**src/hdl/ldw_defines.vh**
```
/*
 Constants for the legacy display window decoder: register offsets,
 field positions, reset values and the decoded address ranges.
 Assumes inclusion by the decoder modules only.
*/
`ifndef LDW_DEFINES_VH
`define LDW_DEFINES_VH

// ----------------------------------------
// Register offsets (byte addresses)
// ----------------------------------------
`define LDW_OFS_CTRL 12'h000
`define LDW_OFS_STAT 12'h004
`define LDW_OFS_CLASS 12'h008

// ----------------------------------------
// Field positions and values
// ----------------------------------------
`define LDW_MODE_LSB 0
`define LDW_MODE_MSB 1
`define LDW_SUBP_BIT 2
`define LDW_SUBS_BIT 3
`define LDW_MODE_OFF 2'h0
`define LDW_MODE_DOWN 2'h1
`define LDW_MODE_UP 2'h2
`define LDW_MODE_BAD 2'h3
`define LDW_CTRL_RST 4'h0
`define LDW_CLASS_RST 24'h000000

// ----------------------------------------
// Decoded ranges
// ----------------------------------------
`define LDW_MEM_LO 32'h000A0000
`define LDW_MEM_HI 32'h000BFFFF
`define LDW_IO_A_LO 10'h3B0
`define LDW_IO_A_HI 10'h3BB
`define LDW_IO_B_LO 10'h3C0
`define LDW_IO_B_HI 10'h3DF

`endif

```
**src/hdl/ldw_match.v**
```verilog
/*
 Address match for the legacy display window.
 Assumes a combinational address and space flag from a target decoder.
*/
`timescale 1ns/1ps
`include "ldw_defines.vh"

module ldw_match (
	input wire [31:0] addr,
	input wire is_io,
	output wire hit
);

	// ----------------------------------------
	// Range compare, no translation
	// ----------------------------------------
	wire mem_hit;
	wire io_hit;
	assign mem_hit = (addr >= `LDW_MEM_LO) && (addr <= `LDW_MEM_HI);
	// I/O compare looks at the low ten bits only
	assign io_hit = ((addr[9:0] >= `LDW_IO_A_LO) && (addr[9:0] <= `LDW_IO_A_HI))
		|| ((addr[9:0] >= `LDW_IO_B_LO) && (addr[9:0] <= `LDW_IO_B_HI));
	assign hit = is_io ? io_hit : mem_hit;

endmodule

```
**src/hdl/ldw_decode.v**
```verilog
/*
 Legacy display window decoder with an APB register slave.
 Assumes PCI address phases are presented as one-cycle strobes with
 address and space flags, synchronous to pclk, and that the bridge core
 uses the claim and forward outputs to steer transactions.
*/
// The register addresses and register access over APB were left to the implementer.
// Operation
// - Mode 01b: claim primary display cycles and forward them downstream.
// - Memory window is 000A0000h to 000BFFFFh inclusive.
// - I/O ranges 3B0h-3BBh and 3C0h-3DFh, low ten bits, untranslated.
// - Mode 10b: claim secondary display cycles and forward them upstream.
// - Upstream uses same ranges, no translation.
// - Mode loadable by ROM preload, primary or secondary config write.
// - No palette-snooping mode exists.
// - Subtractive I/O forwarded untranslated; unclaimed secondary cycle returns upstream.
`timescale 1ns/1ps
`include "ldw_defines.vh"

module ldw_decode (
	input wire pclk,
	input wire presetn,
	input wire psel,
	input wire penable,
	input wire pwrite,
	input wire [11:0] paddr,
	input wire [31:0] pwdata,
	output reg [31:0] prdata,
	output wire pready,
	output wire pslverr,
	input wire rom_load,
	input wire [1:0] rom_mode,
	input wire [23:0] rom_class,
	input wire pri_cfg_wr,
	input wire sec_cfg_wr,
	input wire [1:0] cfg_mode,
	input wire pri_addr_vld,
	input wire [31:0] pri_addr,
	input wire pri_is_io,
	input wire pri_sub_io,
	input wire sec_addr_vld,
	input wire [31:0] sec_addr,
	input wire sec_is_io,
	input wire sec_no_resp,
	output reg pri_claim_ff,
	output reg sec_claim_ff,
	output reg fwd_down_ff,
	output reg fwd_up_ff,
	output reg [31:0] fwd_addr_ff,
	output wire [23:0] class_code
);

	// ----------------------------------------
	// Registers
	// ----------------------------------------
	reg [3:0] ctrl_ff;
	reg [23:0] class_ff;
	reg illegal_ff;
	reg [3:0] nxt_ctrl;
	wire apb_wr;
	wire hit_ctrl;
	wire hit_stat;
	wire hit_class;
	wire [1:0] mode;
	wire pri_hit;
	wire sec_hit;

	assign pready = 1'b1;
	assign hit_ctrl = (paddr == `LDW_OFS_CTRL);
	assign hit_stat = (paddr == `LDW_OFS_STAT);
	assign hit_class = (paddr == `LDW_OFS_CLASS);
	assign pslverr = psel && penable && !(hit_ctrl || hit_stat || hit_class);
	assign apb_wr = psel && penable && pwrite;
	assign mode = ctrl_ff[`LDW_MODE_MSB:`LDW_MODE_LSB];
	assign class_code = class_ff;

	// ROM and config writes load the mode field only; APB writes all four bits; no snoop bit is implemented
	always @* begin
		nxt_ctrl = ctrl_ff;
		if (rom_load) begin
			nxt_ctrl[`LDW_MODE_MSB:`LDW_MODE_LSB] = rom_mode;
		end else if (pri_cfg_wr || sec_cfg_wr) begin
			nxt_ctrl[`LDW_MODE_MSB:`LDW_MODE_LSB] = cfg_mode;
		end else if (apb_wr && hit_ctrl) begin
			nxt_ctrl = pwdata[3:0];
		end
	end

	always @(posedge pclk or negedge presetn) begin
		if (!presetn) begin
			ctrl_ff <= `LDW_CTRL_RST;
			class_ff <= `LDW_CLASS_RST;
			illegal_ff <= 1'b0;
		end else begin
			ctrl_ff <= nxt_ctrl;
			if (rom_load) begin
				class_ff <= rom_class;
			end else if (apb_wr && hit_class) begin
				class_ff <= pwdata[23:0];
			end
			illegal_ff <= (nxt_ctrl[`LDW_MODE_MSB:`LDW_MODE_LSB] == `LDW_MODE_BAD);
		end
	end

	always @* begin
		prdata = 32'h00000000;
		if (hit_ctrl) begin
			prdata[3:0] = ctrl_ff;
		end else if (hit_stat) begin
			prdata[3:0] = {fwd_up_ff, fwd_down_ff, illegal_ff, sec_claim_ff};
		end else if (hit_class) begin
			prdata[23:0] = class_ff;
		end
	end

	// ----------------------------------------
	// Decode and claim
	// ----------------------------------------
	ldw_match u_pri (
		.addr(pri_addr),
		.is_io(pri_is_io),
		.hit(pri_hit)
	);

	ldw_match u_sec (
		.addr(sec_addr),
		.is_io(sec_is_io),
		.hit(sec_hit)
	);

	// Mode 11b makes no range-decode claim here, only enabled subtractive claims; its outcome is left to software
	always @(posedge pclk or negedge presetn) begin
		if (!presetn) begin
			pri_claim_ff <= 1'b0;
			sec_claim_ff <= 1'b0;
			fwd_down_ff <= 1'b0;
			fwd_up_ff <= 1'b0;
			fwd_addr_ff <= 32'h00000000;
		end else begin
			pri_claim_ff <= 1'b0;
			sec_claim_ff <= 1'b0;
			fwd_down_ff <= 1'b0;
			fwd_up_ff <= 1'b0;
			if (pri_addr_vld && ((mode == `LDW_MODE_DOWN && pri_hit)
				|| (pri_is_io && ctrl_ff[`LDW_SUBP_BIT] && pri_sub_io))) begin
				pri_claim_ff <= 1'b1;
				fwd_down_ff <= 1'b1;
				fwd_addr_ff <= pri_addr;
			end else if (sec_addr_vld && ((mode == `LDW_MODE_UP && sec_hit)
				|| (sec_is_io && ctrl_ff[`LDW_SUBS_BIT] && sec_no_resp))) begin
				sec_claim_ff <= 1'b1;
				fwd_up_ff <= 1'b1;
				fwd_addr_ff <= sec_addr;
			end
		end
	end

endmodule

```
**config.mk**
```make
export PLATFORM = sky130hd
export DESIGN_NAME = ldw_decode
export DESIGN_NICKNAME = d
export VERILOG_FILES = /design/src/hdl/ldw_match.v /design/src/hdl/ldw_decode.v
export VERILOG_INCLUDE_DIRS = /design/src /design/src/hdl
export SDC_FILE = /design/constraint.sdc
export NUM_CORES = 1
export LEC_CHECK = 0
export BUFFER_PORTS_ARGS = -buffer_cell sky130_fd_sc_hd__buf_2
export CORE_AREA = 2 2 112 114
export CTS_CLUSTER_DIAMETER = 150
export DETAILED_ROUTE_END_ITERATION = 16
export DIE_AREA = 0 0 114 116
export PLACE_DENSITY = 0.75
export SLEW_MARGIN = 40
export SYNTH_ARGS = -nofsm -noshare
export SYNTH_HDL_FRONTEND = slang
export SYNTH_HIERARCHICAL = 1
export SYNTH_SLANG_ARGS = --single-unit
```
**constraint.sdc**
```tcl
create_clock -name pclk -period 2.7 [get_ports pclk]
set_clock_uncertainty 0.1 [all_clocks]
set_input_delay 0.81 -clock pclk [delete_from_list [all_inputs] [get_ports pclk]]
set_output_delay 0.81 -clock pclk [all_outputs]
set_load 0.005 [all_outputs]
```
==> impl_metrics.yaml, run 1 <==
outcome:
  status: "finished, violations left"
  failed_checks: "setup timing"
timing:
  hold_viol: 0
  layout_min_cycle_time_ns: 2.91
  setup-violations-final: 25
  post-route-worst-setup-slack_ns: -0.206
  rsz0062_at_grt: "true"
  fin_setup_tns_ns: -4.15
  period_utilisation_layout: 1.08
  timing_max_transition_violations_final: 0
  achievable-frequency_ghz: 0.344
synth:
  biggest_area_contributors_in_the_synthesized_netlist: "sky130_fd_sc_hd__dfrtp_1 (44%), sky130_fd_sc_hd__mux2i_1 (17%), sky130_fd_sc_hd__a21oi_1 (5.6%), sky130_fd_sc_hd__nor2_1 (4.8%), sky130_fd_sc_hd__nand2_1 (3.6%)"
  netlist_area_sq_um: 3550
  dominantRegCellSynth: "sky130_fd_sc_hd__dfrtp_1"
  ys_ff_latch: 63
  synth-warning-count: 6
  post_synth_inst_count: 372
  list_of_most_frequent_post_synthesis_cells: "sky130_fd_sc_hd__dfrtp_1 (63), sky130_fd_sc_hd__mux2i_1 (59), sky130_fd_sc_hd__nor2_1 (45)"
  synthDominantCellAreaShare: 0.444
  syn_avg_cell_area_sq_um: 9.55
  synth-edff-count: 0
  ys_types: 41
  synth_seq_area_share: 0.444
  synth.most_common_cell: "sky130_fd_sc_hd__dfrtp_1"
  synth-async-reset-ratio: 1.00
  synthDominantAreaCellType: "sky130_fd_sc_hd__dfrtp_1"
clocking:
  cts_sinks: 63
  cts_buffer_depth: 2
  clock_insertion_delay_worst_skew_ns: 0.32
  clk_transition_reported_paths_ns: 0.06
  tritoncts: "yes"
  post_cts_hold_buffer_count: 0
  numCtsBuffers: 9
  clk_root_buffer_cell: "sky130_fd_sc_hd__clkbuf_16"
  cts_htree_levels: 3
critical_path:
  worst_path_dominant_cell_family: "simple AND/OR/NAND/NOR gates"
  crit_type: "in2out"
  endpoint_kind_of_the_worst_setup_timing_path: "output port"
  crit_path_cell_trace: "buf_8, nor4_4, nand3_2, nor3b_2, buf_6, and2_1, buf_2"
  worst_ep_arrival_time_ns: 2.00
  cp_slowest_cell: "sky130_fd_sc_hd__nor4_4"
  worstPathRequired_ns: 1.79
  worst_path_largest_cell_delay_ns: 0.31
  cp_max_fo: 20
  critPathLaunchType: "primary input"
  cp.buffers_inverters: 3
pwr:
  power.density_nw_per_um2: 539
  peakVddDrop_mv: 0.201
  power_mw: 2.83
  p_leak_nw: 2.65
drt:
  dr.pass1.iters: 4
  routed-via-count: 3515
  detail-route-antenna-nets: 0
  drt_wl_total_mm: 11.1
  avgViaCountPerCell: 4.68
  drt-wirelength-per-cell_microns: 14.8
  drcViolationCount: 0
  violation_count_after_the_first_detailed_route_iteration: 179
final_layout:
  stdcell_count: 751
  multi_input_comb_area_sq_um: 1820
  layout.area.seq_sq_um: 1580
  layout-area-overhead-vs-synth_pct: 47.9
  diodes: 0
  drive_above_1_share: 0.457
  final.fill_count: 1191
  final_net_count: 750
place:
  place_congestion: 0.842
  place.detailed.instances: 734
  port-buffer-count: 226
  placed_wire_length_estimate_after_detailed_placement_mm: 8.76
floorplanning:
  chipHeight_microns: 116
  core_sq_um: 11900
  design.portCount: 244
  die_w_microns: 114
  floorplan.initialDensity: 0.298
  fp.dieArea_sq_um: 13200
  core.rowCount: 40
global_routing:
  globalRouteTotalUtil: 0.162
  grt_start_max_net_pins: 64
  grt_overflow: 0
  global_route_wire_length_before_repair_mm: 16.7
  grt_pass1_vias: 3357
  antenna_found_initial: 0
min_path:
  hp-class: "in2async"
run:
  max_cap_viol_count: 0
## final timing paths
kind | slack [ns] | endpoint | cells after the start | start
setup / recovery | -0.21 | prdata[16] | 7 | paddr[7]
hold / removal | 0.39 | fwd_addr_ff[0] | 2 | presetn
setup reg to reg | 1.03 | fwd_addr_ff[21] | 5 | ctrl_ff[0]
hold reg to reg | 0.46 | class_code[11] | 2 | class_code[11]
max in group asynchronous | 1.81 | class_code[9] | 2 | presetn
min in group pclk | 0.46 | class_code[11] | 2 | class_code[11]
## final cells by class
class / instances / share of cell area
well taps: 147 / 0.0350
clock inverters: 4 / 0.00905
repair buffers: 244 / 0.262
multi-input cells: 277 / 0.346
flip-flops and latches: 63 / 0.300
inverters: 5 / 0.00357
clock buffers: 11 / 0.0443
## state kept, by name (all words and copies together) (netlist names)
name	count
class_code	24
ctrl_ff	4
fwd_addr_ff	32
fwd_down_ff	1
fwd_up_ff	1
illegal_ff	1
## placed cells by master (no fill, tap or decap), types with 3 or more instances in the layout
cell	n
sky130_fd_sc_hd__and3_1	3
sky130_fd_sc_hd__buf_6	8
sky130_fd_sc_hd__dfrtp_1	63
sky130_fd_sc_hd__a21oi_1	40
sky130_fd_sc_hd__inv_1	5
sky130_fd_sc_hd__nor2_4	4
sky130_fd_sc_hd__o21ai_0	4
sky130_fd_sc_hd__nor4_4	3
sky130_fd_sc_hd__o21ai_1	20
sky130_fd_sc_hd__nor4_1	5
sky130_fd_sc_hd__buf_12	4
sky130_fd_sc_hd__nand2_1	33
sky130_fd_sc_hd__nor2_1	41
sky130_fd_sc_hd__buf_2	219
sky130_fd_sc_hd__clkbuf_16	9
sky130_fd_sc_hd__nand4_1	5
sky130_fd_sc_hd__and2_1	20
sky130_fd_sc_hd__a21o_1	3
sky130_fd_sc_hd__conb_1	9
sky130_fd_sc_hd__mux2i_1	59
sky130_fd_sc_hd__nor2b_1	3
sky130_fd_sc_hd__buf_4	11
## routing by layer
metal	share of wire	global-route usage	vias to the layer above
met4	0.015	0.0626	0
met3	0.047	0.0303	13
li1	-	-	1729
met2	0.52	0.283	118
met1	0.42	0.199	1655
met5	0	0	-
## worst reg2reg max path, stage by stage, from the launching register on
cell and delay, ns:
sky130_fd_sc_hd__dfrtp_1 0.44, sky130_fd_sc_hd__and3b_1 0.24, sky130_fd_sc_hd__o21ai_4 0.37, sky130_fd_sc_hd__buf_4 0.28, sky130_fd_sc_hd__nor2_1 0.06, sky130_fd_sc_hd__a21oi_1 0.11
## report_power, final
part | internal (mW) | total, mW | leakage [nW] | switching, mW
combinational | 0.290 | 0.546 | 1.71 | 0.256
sequential | 1.09 | 1.17 | 0.802 | 0.0831
clock | 0.706 | 1.11 | 0.135 | 0.408
## per-stage QoR
stage                     instance area (sq um)  hold WS [ns]  utilization  setup slack (ns)
after floorplan                            3590         0.395            -           0.00101
after global placement                     4870         0.448        0.409            -0.191
after detailed placement                   4870         0.455        0.409            -0.246
after CTS                                  5220         0.405        0.438            -0.217
after global routing                       5260         0.427        0.441            -0.331
final                                      5260         0.394        0.441            -0.206
## repair_timing
action | CTS | global route
setup endpoints to repair | 23 | 25
buffers inserted | 2 | 0
pin swaps | 5 | 0
resized for setup | 11 | 10
## cell families (layout without fill, tap and decap cells)
family / after synthesis / count (layout) / share of synthesized area
mux: 61 / 61 / 0.175
simple gates: 132 / 132 / 0.199
flops: 63 / 63 / 0.444
other cells: 2 / 9 / 0.00211
buf+inv: 39 / 264 / 0.0673
compound gates: 75 / 75 / 0.113
Note: power is estimated with default switching activity, not from simulation.
==> inputs of run 2 (changes only) <==
CORE_AREA = 10 10 120 122   (was 2 2 112 114)
DIE_AREA = 0 0 130 132   (was 0 0 114 116)
==> run 2 against run 1 <==
The run still ends with setup timing left. Combinational power is 2% higher. Critical path depth grew 1. Power up 3.2%. Non-clock buffer count shrank 3. Setup slack lost 0.023 ns. Via count is 1.3% higher. Sequential share of layout area increased by 0.064 points. Critical path type unchanged. Worst hold slack lost 0.0043 ns. First-iteration DRC count grew 5.6%. Global-route usage shrank 1.6 points. Wire length up 17%.
==> impl_metrics.yaml, run 2 (synthesis results as in run 1) <==
drt:
  drt_wl_total_mm: 13.0
  avgViaCountPerCell: 4.75
  routed-via-count: 3560
  dr.pass1.iters: 4
  detail-route-antenna-nets: 0
  violation_count_after_the_first_detailed_route_iteration: 189
  drcViolationCount: 0
  drt-wirelength-per-cell_microns: 17.4
global_routing:
  antenna_found_initial: 1
  global_route_wire_length_before_repair_mm: 19.8
  grt_start_max_net_pins: 65
  globalRouteTotalUtil: 0.146
  grt_pass1_vias: 3695
  grt_overflow: 0
pwr:
  peakVddDrop_mv: 0.230
  comb_power_share: 0.191
  psw_mw: 0.759
  share_clk_of_total_power: 0.410
  netSwitchingFraction: 0.260
  p_leak_nw: 2.65
  power.share.sequential: 0.399
  power.density_nw_per_um2: 557
  intPower_mw: 2.16
critical_path:
  crit_top_cell: "sky130_fd_sc_hd__buf_6"
  worstReg2RegEnd: "fwd_addr_ff[13]"
  worst_path_dominant_cell_family: "simple AND/OR/NAND/NOR gates"
  cp.buffers_inverters: 4
  worst_path_largest_cell_delay_ns: 0.29
  critPathLaunchType: "primary input"
  endpoint_kind_of_the_worst_setup_timing_path: "output port"
  worstPathRequired_ns: 1.79
  crit_path_cell_trace: "buf_6, nor4_4, nand3_2, buf_4, buf_6, a21o_1, and3_1, buf_2"
  r2r-start: "ctrl_ff[0]"
  cp_slowest_cell: "sky130_fd_sc_hd__nor4_4"
  worst_ep_arrival_time_ns: 2.02
  rrSetupSlack_ns: 1.15
  cp_max_fo: 2
  crit_type: "in2out"
  timing.reg2reg.worst_path_depth: 5
final_layout:
  finalInstanceArea_sq_um: 5250
  layout_commonest_cell: "sky130_fd_sc_hd__buf_2"
  final_net_count: 747
  final.fill_count: 1189
  diodes: 0
  mostFrequentLayoutCells: "sky130_fd_sc_hd__buf_2 (220), sky130_fd_sc_hd__dfrtp_1 (63), sky130_fd_sc_hd__mux2i_1 (59), sky130_fd_sc_hd__nor2_1 (41), sky130_fd_sc_hd__a21oi_1 (40)"
  stdcell_count: 749
  largest_register_ff_count: 32
  largest_register: "fwd_addr_ff"
  drive_above_1_share: 0.457
  layout-area-overhead-vs-synth_pct: 47.6
outcome:
  failed_checks: "setup timing"
  status: "finished, violations left"
place:
  placed_wire_length_estimate_after_detailed_placement_mm: 10.6
  port-buffer-count: 226
  place_congestion: 0.847
  place.detailed.instances: 731
  post_dp_cell_area_sq_um: 4850
floorplanning:
  chipHeight_microns: 132
  floorplan.initialDensity: 0.298
  fp.dieArea_sq_um: 17200
  design.portCount: 244
  core_sq_um: 11900
  die_w_microns: 130
  core.rowCount: 40
clocking:
  tritoncts: "yes"
  cts_htree_levels: 3
  numCtsBuffers: 9
  cts_buffer_depth: 2
  clock_insertion_delay_worst_skew_ns: 0.32
  cts_sinks: 63
  clk_transition_reported_paths_ns: 0.05
  clk_root_buffer_cell: "sky130_fd_sc_hd__clkbuf_16"
timing:
  achievable-frequency_ghz: 0.341
  period_utilisation_layout: 1.08
  timing_max_transition_violations_final: 0
  setup-violations-final: 25
  hold_viol: 0
  rsz0062_at_grt: "true"
  layout_min_cycle_time_ns: 2.93
  post-route-worst-setup-slack_ns: -0.229
run:
  max_cap_viol_count: 0
min_path:
  hp-class: "in2async"
[run 2: cell count changes in the layout (fill, tap and decap cells not counted), sizes merged]
cell / change
buf: -3
clkbuf: +2
clkinvlp: -1
[run 2: metrics by stage]
step           power (mW)  setup WS [ns]  setup TNS [ns]  utilization  hold slack, ns
2_1_floorplan        1.40        0.00101               0            -           0.395
3_3_place_gp         1.73         -0.190           -4.17        0.407           0.448
3_5_place_dp         1.75         -0.230           -5.74        0.407           0.462
4_1_cts              2.97         -0.205           -4.04        0.439           0.410
5_1_grt              3.08         -0.319           -7.16        0.440           0.418
6_report             2.92         -0.229           -4.19        0.440           0.390
[run 2: how the worst max path moves through the flow]
stage | cells past startpoint | to | start | slack (ns)
final | 8 | pslverr | paddr[1] | -0.23
after global routing | 7 | prdata[13] | paddr[1] | -0.32
after CTS | 7 | prdata[11] | paddr[1] | -0.21
after detailed placement | 7 | prdata[11] | paddr[1] | -0.23
after global placement | 7 | prdata[21] | paddr[7] | -0.19
after floorplan | 5 | prdata[10] | paddr[7] | 0.001
[run 2: layout make-up]
type,instances,area (sq um),share of cell area
Clock buffer,13,270,0.0515
Clock inverter,3,40.0,0.00763
Inverter,5,18.8,0.00358
Multi-Input combinational cell,277,1810,0.346
Sequential cell,63,1580,0.301
Tap cell,147,184,0.0351
Timing Repair Buffer,241,1340,0.256
[run 2: power by group through the flow]
stage | Sequential, mW | Clock [mW] | Combinational (mW)
6_report | 1.17 | 1.20 | 0.558
5_1_grt | 1.18 | 1.27 | 0.623
4_1_cts | 1.17 | 1.23 | 0.570
3_5_place_dp | 1.18 | 0 | 0.564
3_3_place_gp | 1.18 | 0 | 0.552
2_1_floorplan | 1.19 | 0 | 0.210
[run 2: timing repair]
item / in CTS / in global routing
buffers inserted: 1 / 1
resized for setup: 15 / 1
setup endpoints to repair: 23 / 25
hold buffers: 0 / 0
pin swaps: 4 / 0
[run 2: layer usage]
layer  GRT usage  wire (microns)  vias up
met2       0.260            7010      126
met3      0.0438             898       17
met1       0.159            4900     1688
met5           0               0        -
li1            -               -     1729
met4      0.0469             224        0
[run 2: worst register-to-register path, cell delays in order (launching register included)]
cell                       delay, ns
sky130_fd_sc_hd__dfrtp_1        0.43
sky130_fd_sc_hd__nand4b_1       0.23
sky130_fd_sc_hd__nand2_2        0.15
sky130_fd_sc_hd__buf_12         0.20
sky130_fd_sc_hd__mux2i_1        0.23
sky130_fd_sc_hd__a21oi_1        0.08
==> inputs of run 3 (changes only) <==
CORE_AREA = 10 10 108 110   (was 10 10 120 122)
DIE_AREA = 0 0 118 120   (was 0 0 130 132)
PLACE_DENSITY = 0.88   (was 0.75)
SETUP_SLACK_MARGIN = 0.2   (was default)
==> run 3 against run 2 <==
The run still ends with setup timing left. Setup slack got worse by 0.14 ns. Core utilization grew 10 points. Combinational power hardly changed. Die area decreased by 17%. Sequential power barely moved. Sequential share of layout area grew 0.38 points.
==> impl_metrics.yaml, run 3 (synthesis results as in run 1) <==
timing:
  fin_hold_ws_ns: 0.330
  timing_max_transition_violations_final: 0
  fin_setup_tns_ns: -7.49
  timing.slew.headroom: 0.665
  achievable-frequency_ghz: 0.326
  rsz0062_at_grt: "true"
  max_slew.worst_pin.slew_ns: 0.503
  period_utilisation_layout: 1.14
  layout_min_cycle_time_ns: 3.07
  post-route-worst-setup-slack_ns: -0.372
  setup-violations-final: 25
  hold_viol: 0
clocking:
  numCtsBuffers: 9
  post_cts_hold_buffer_count: 0
  tritoncts: "yes"
  clk_root_buffer_cell: "sky130_fd_sc_hd__clkbuf_8"
  clk_transition_reported_paths_ns: 0.07
  cts_sinks: 63
  clock_insertion_delay_worst_skew_ns: 0.34
  cts_buffer_depth: 2
  cts_htree_levels: 3
place:
  place_congestion: 0.836
  placed_wire_length_estimate_after_detailed_placement_mm: 10.9
  port-buffer-count: 226
  preCtsSetupSlack_ns: -0.279
global_routing:
  grt_overflow: 0
  antenna_found_initial: 2
  globalRouteTotalUtil: 0.178
  global_route_wire_length_before_repair_mm: 20.6
  grt_pass1_vias: 4062
  grt_start_max_net_pins: 43
floorplanning:
  design.portCount: 244
  core_sq_um: 9550
  core.rowCount: 36
  chipHeight_microns: 120
  die_w_microns: 118
  fp.dieArea_sq_um: 14200
  floorplan.initialDensity: 0.372
pwr:
  comb_power_share: 0.226
  netSwitchingFraction: 0.293
  peakVddDrop_mv: 0.259
  share_clk_of_total_power: 0.301
  psw_mw: 0.726
  power_mw: 2.48
  power.density_nw_per_um2: 479
  p_leak_nw: 2.64
  intPower_mw: 1.76
  power.share.sequential: 0.473
drt:
  violation_count_after_the_first_detailed_route_iteration: 170
  detail-route-antenna-nets: 0
  dr.pass1.iters: 6
  drcViolationCount: 0
  drt-wirelength-per-cell_microns: 18.2
  avgViaCountPerCell: 4.92
  routed-via-count: 3680
  drt_wl_total_mm: 13.6
run:
  max_cap_viol_count: 0
min_path:
  hp-class: "in2async"
critical_path:
  endpoint_kind_of_the_worst_setup_timing_path: "output port"
  crit_type: "in2out"
  cp_max_fo: 5
  worstPathRequired_ns: 1.79
  worst_ep_arrival_time_ns: 2.16
  critPathLaunchType: "primary input"
final_layout:
  largest_register: "fwd_addr_ff"
  final.fill_count: 867
  mostFrequentLayoutCells: "sky130_fd_sc_hd__buf_2 (219), sky130_fd_sc_hd__dfrtp_1 (63), sky130_fd_sc_hd__mux2i_1 (59), sky130_fd_sc_hd__nor2_1 (43), sky130_fd_sc_hd__a21oi_1 (40)"
  drive_above_1_share: 0.467
  largest_register_ff_count: 32
  layout-area-overhead-vs-synth_pct: 45.8
  final_core_utilization: 0.542
  final_net_count: 758
  layout_commonest_cell: "sky130_fd_sc_hd__buf_2"
outcome:
  status: "finished, violations left"
  failed_checks: "setup timing"
-- run 3: cell count changes in the layout (fill, tap and decap cells not counted), sizes merged --
cell	delta
clkinvlp	+1
buf	+11
diode	+2
bufinv	-1
-- run 3: timing repair --
item | CTS | global route
setup endpoints to repair | 25 | 25
cloned | 0 | 2
gates resized for setup | 9 | 13
pin swaps | 4 | 0
setup buffers | 2 | 3
-- run 3: through the flow --
stage          cells  area, sq um
2_1_floorplan    379         3590
3_3_place_gp     723         4860
3_5_place_dp     723         4860
4_1_cts          741         5090
5_1_grt          746         5170
6_report         748         5180
-- run 3: power groups by stage --
stage,combinational [mW],clock (mW),sequential [mW]
4_1_cts,0.568,0.771,1.17
6_report,0.560,0.748,1.17
3_5_place_dp,0.563,0,1.19
3_3_place_gp,0.541,0,1.18
2_1_floorplan,0.210,0,1.19
5_1_grt,0.625,0.809,1.19
-- run 3: path summary, 6_finish.rpt --
check | from | slack, ns | to | depth (start not counted)
max in group asynchronous | presetn | 1.47 | class_code[6] | 2
worst max-delay path | paddr[1] | -0.37 | prdata[15] | 8
worst min-delay path | presetn | 0.33 | fwd_addr_ff[12] | 1
worst min register to register | ctrl_ff[2] | 0.46 | ctrl_ff[2] | 1
worst max register to register | ctrl_ff[0] | 1.03 | fwd_addr_ff[1] | 5
min in group pclk | ctrl_ff[2] | 0.46 | ctrl_ff[2] | 1
-- run 3: worst max-delay path: stages --
cell	delay, ns
sky130_fd_sc_hd__buf_6	0.10
sky130_fd_sc_hd__nor4_4	0.33
sky130_fd_sc_hd__nand3_2	0.16
sky130_fd_sc_hd__nor3b_4	0.27
sky130_fd_sc_hd__buf_6	0.15
sky130_fd_sc_hd__buf_6	0.11
sky130_fd_sc_hd__and2_1	0.13
sky130_fd_sc_hd__buf_2	0.11
-- run 3: area by class of cell --
type	count	area, sq um	area share
Clock inverter	3	17.5	0.00338
Sequential cell	63	1580	0.304
Antenna cell	2	5.00	0.000966
Timing Repair Buffer	252	1430	0.276
Tap cell	133	166	0.0321
Clock buffer	13	159	0.0307
Multi-Input combinational cell	277	1810	0.349
Inverter	5	18.8	0.00362
-- run 3: metal layers --
layer	global-route usage	wire length, microns
met5	0	0
met4	0.0951	374
met3	0.0441	790
met2	0.325	7330
met1	0.184	5100
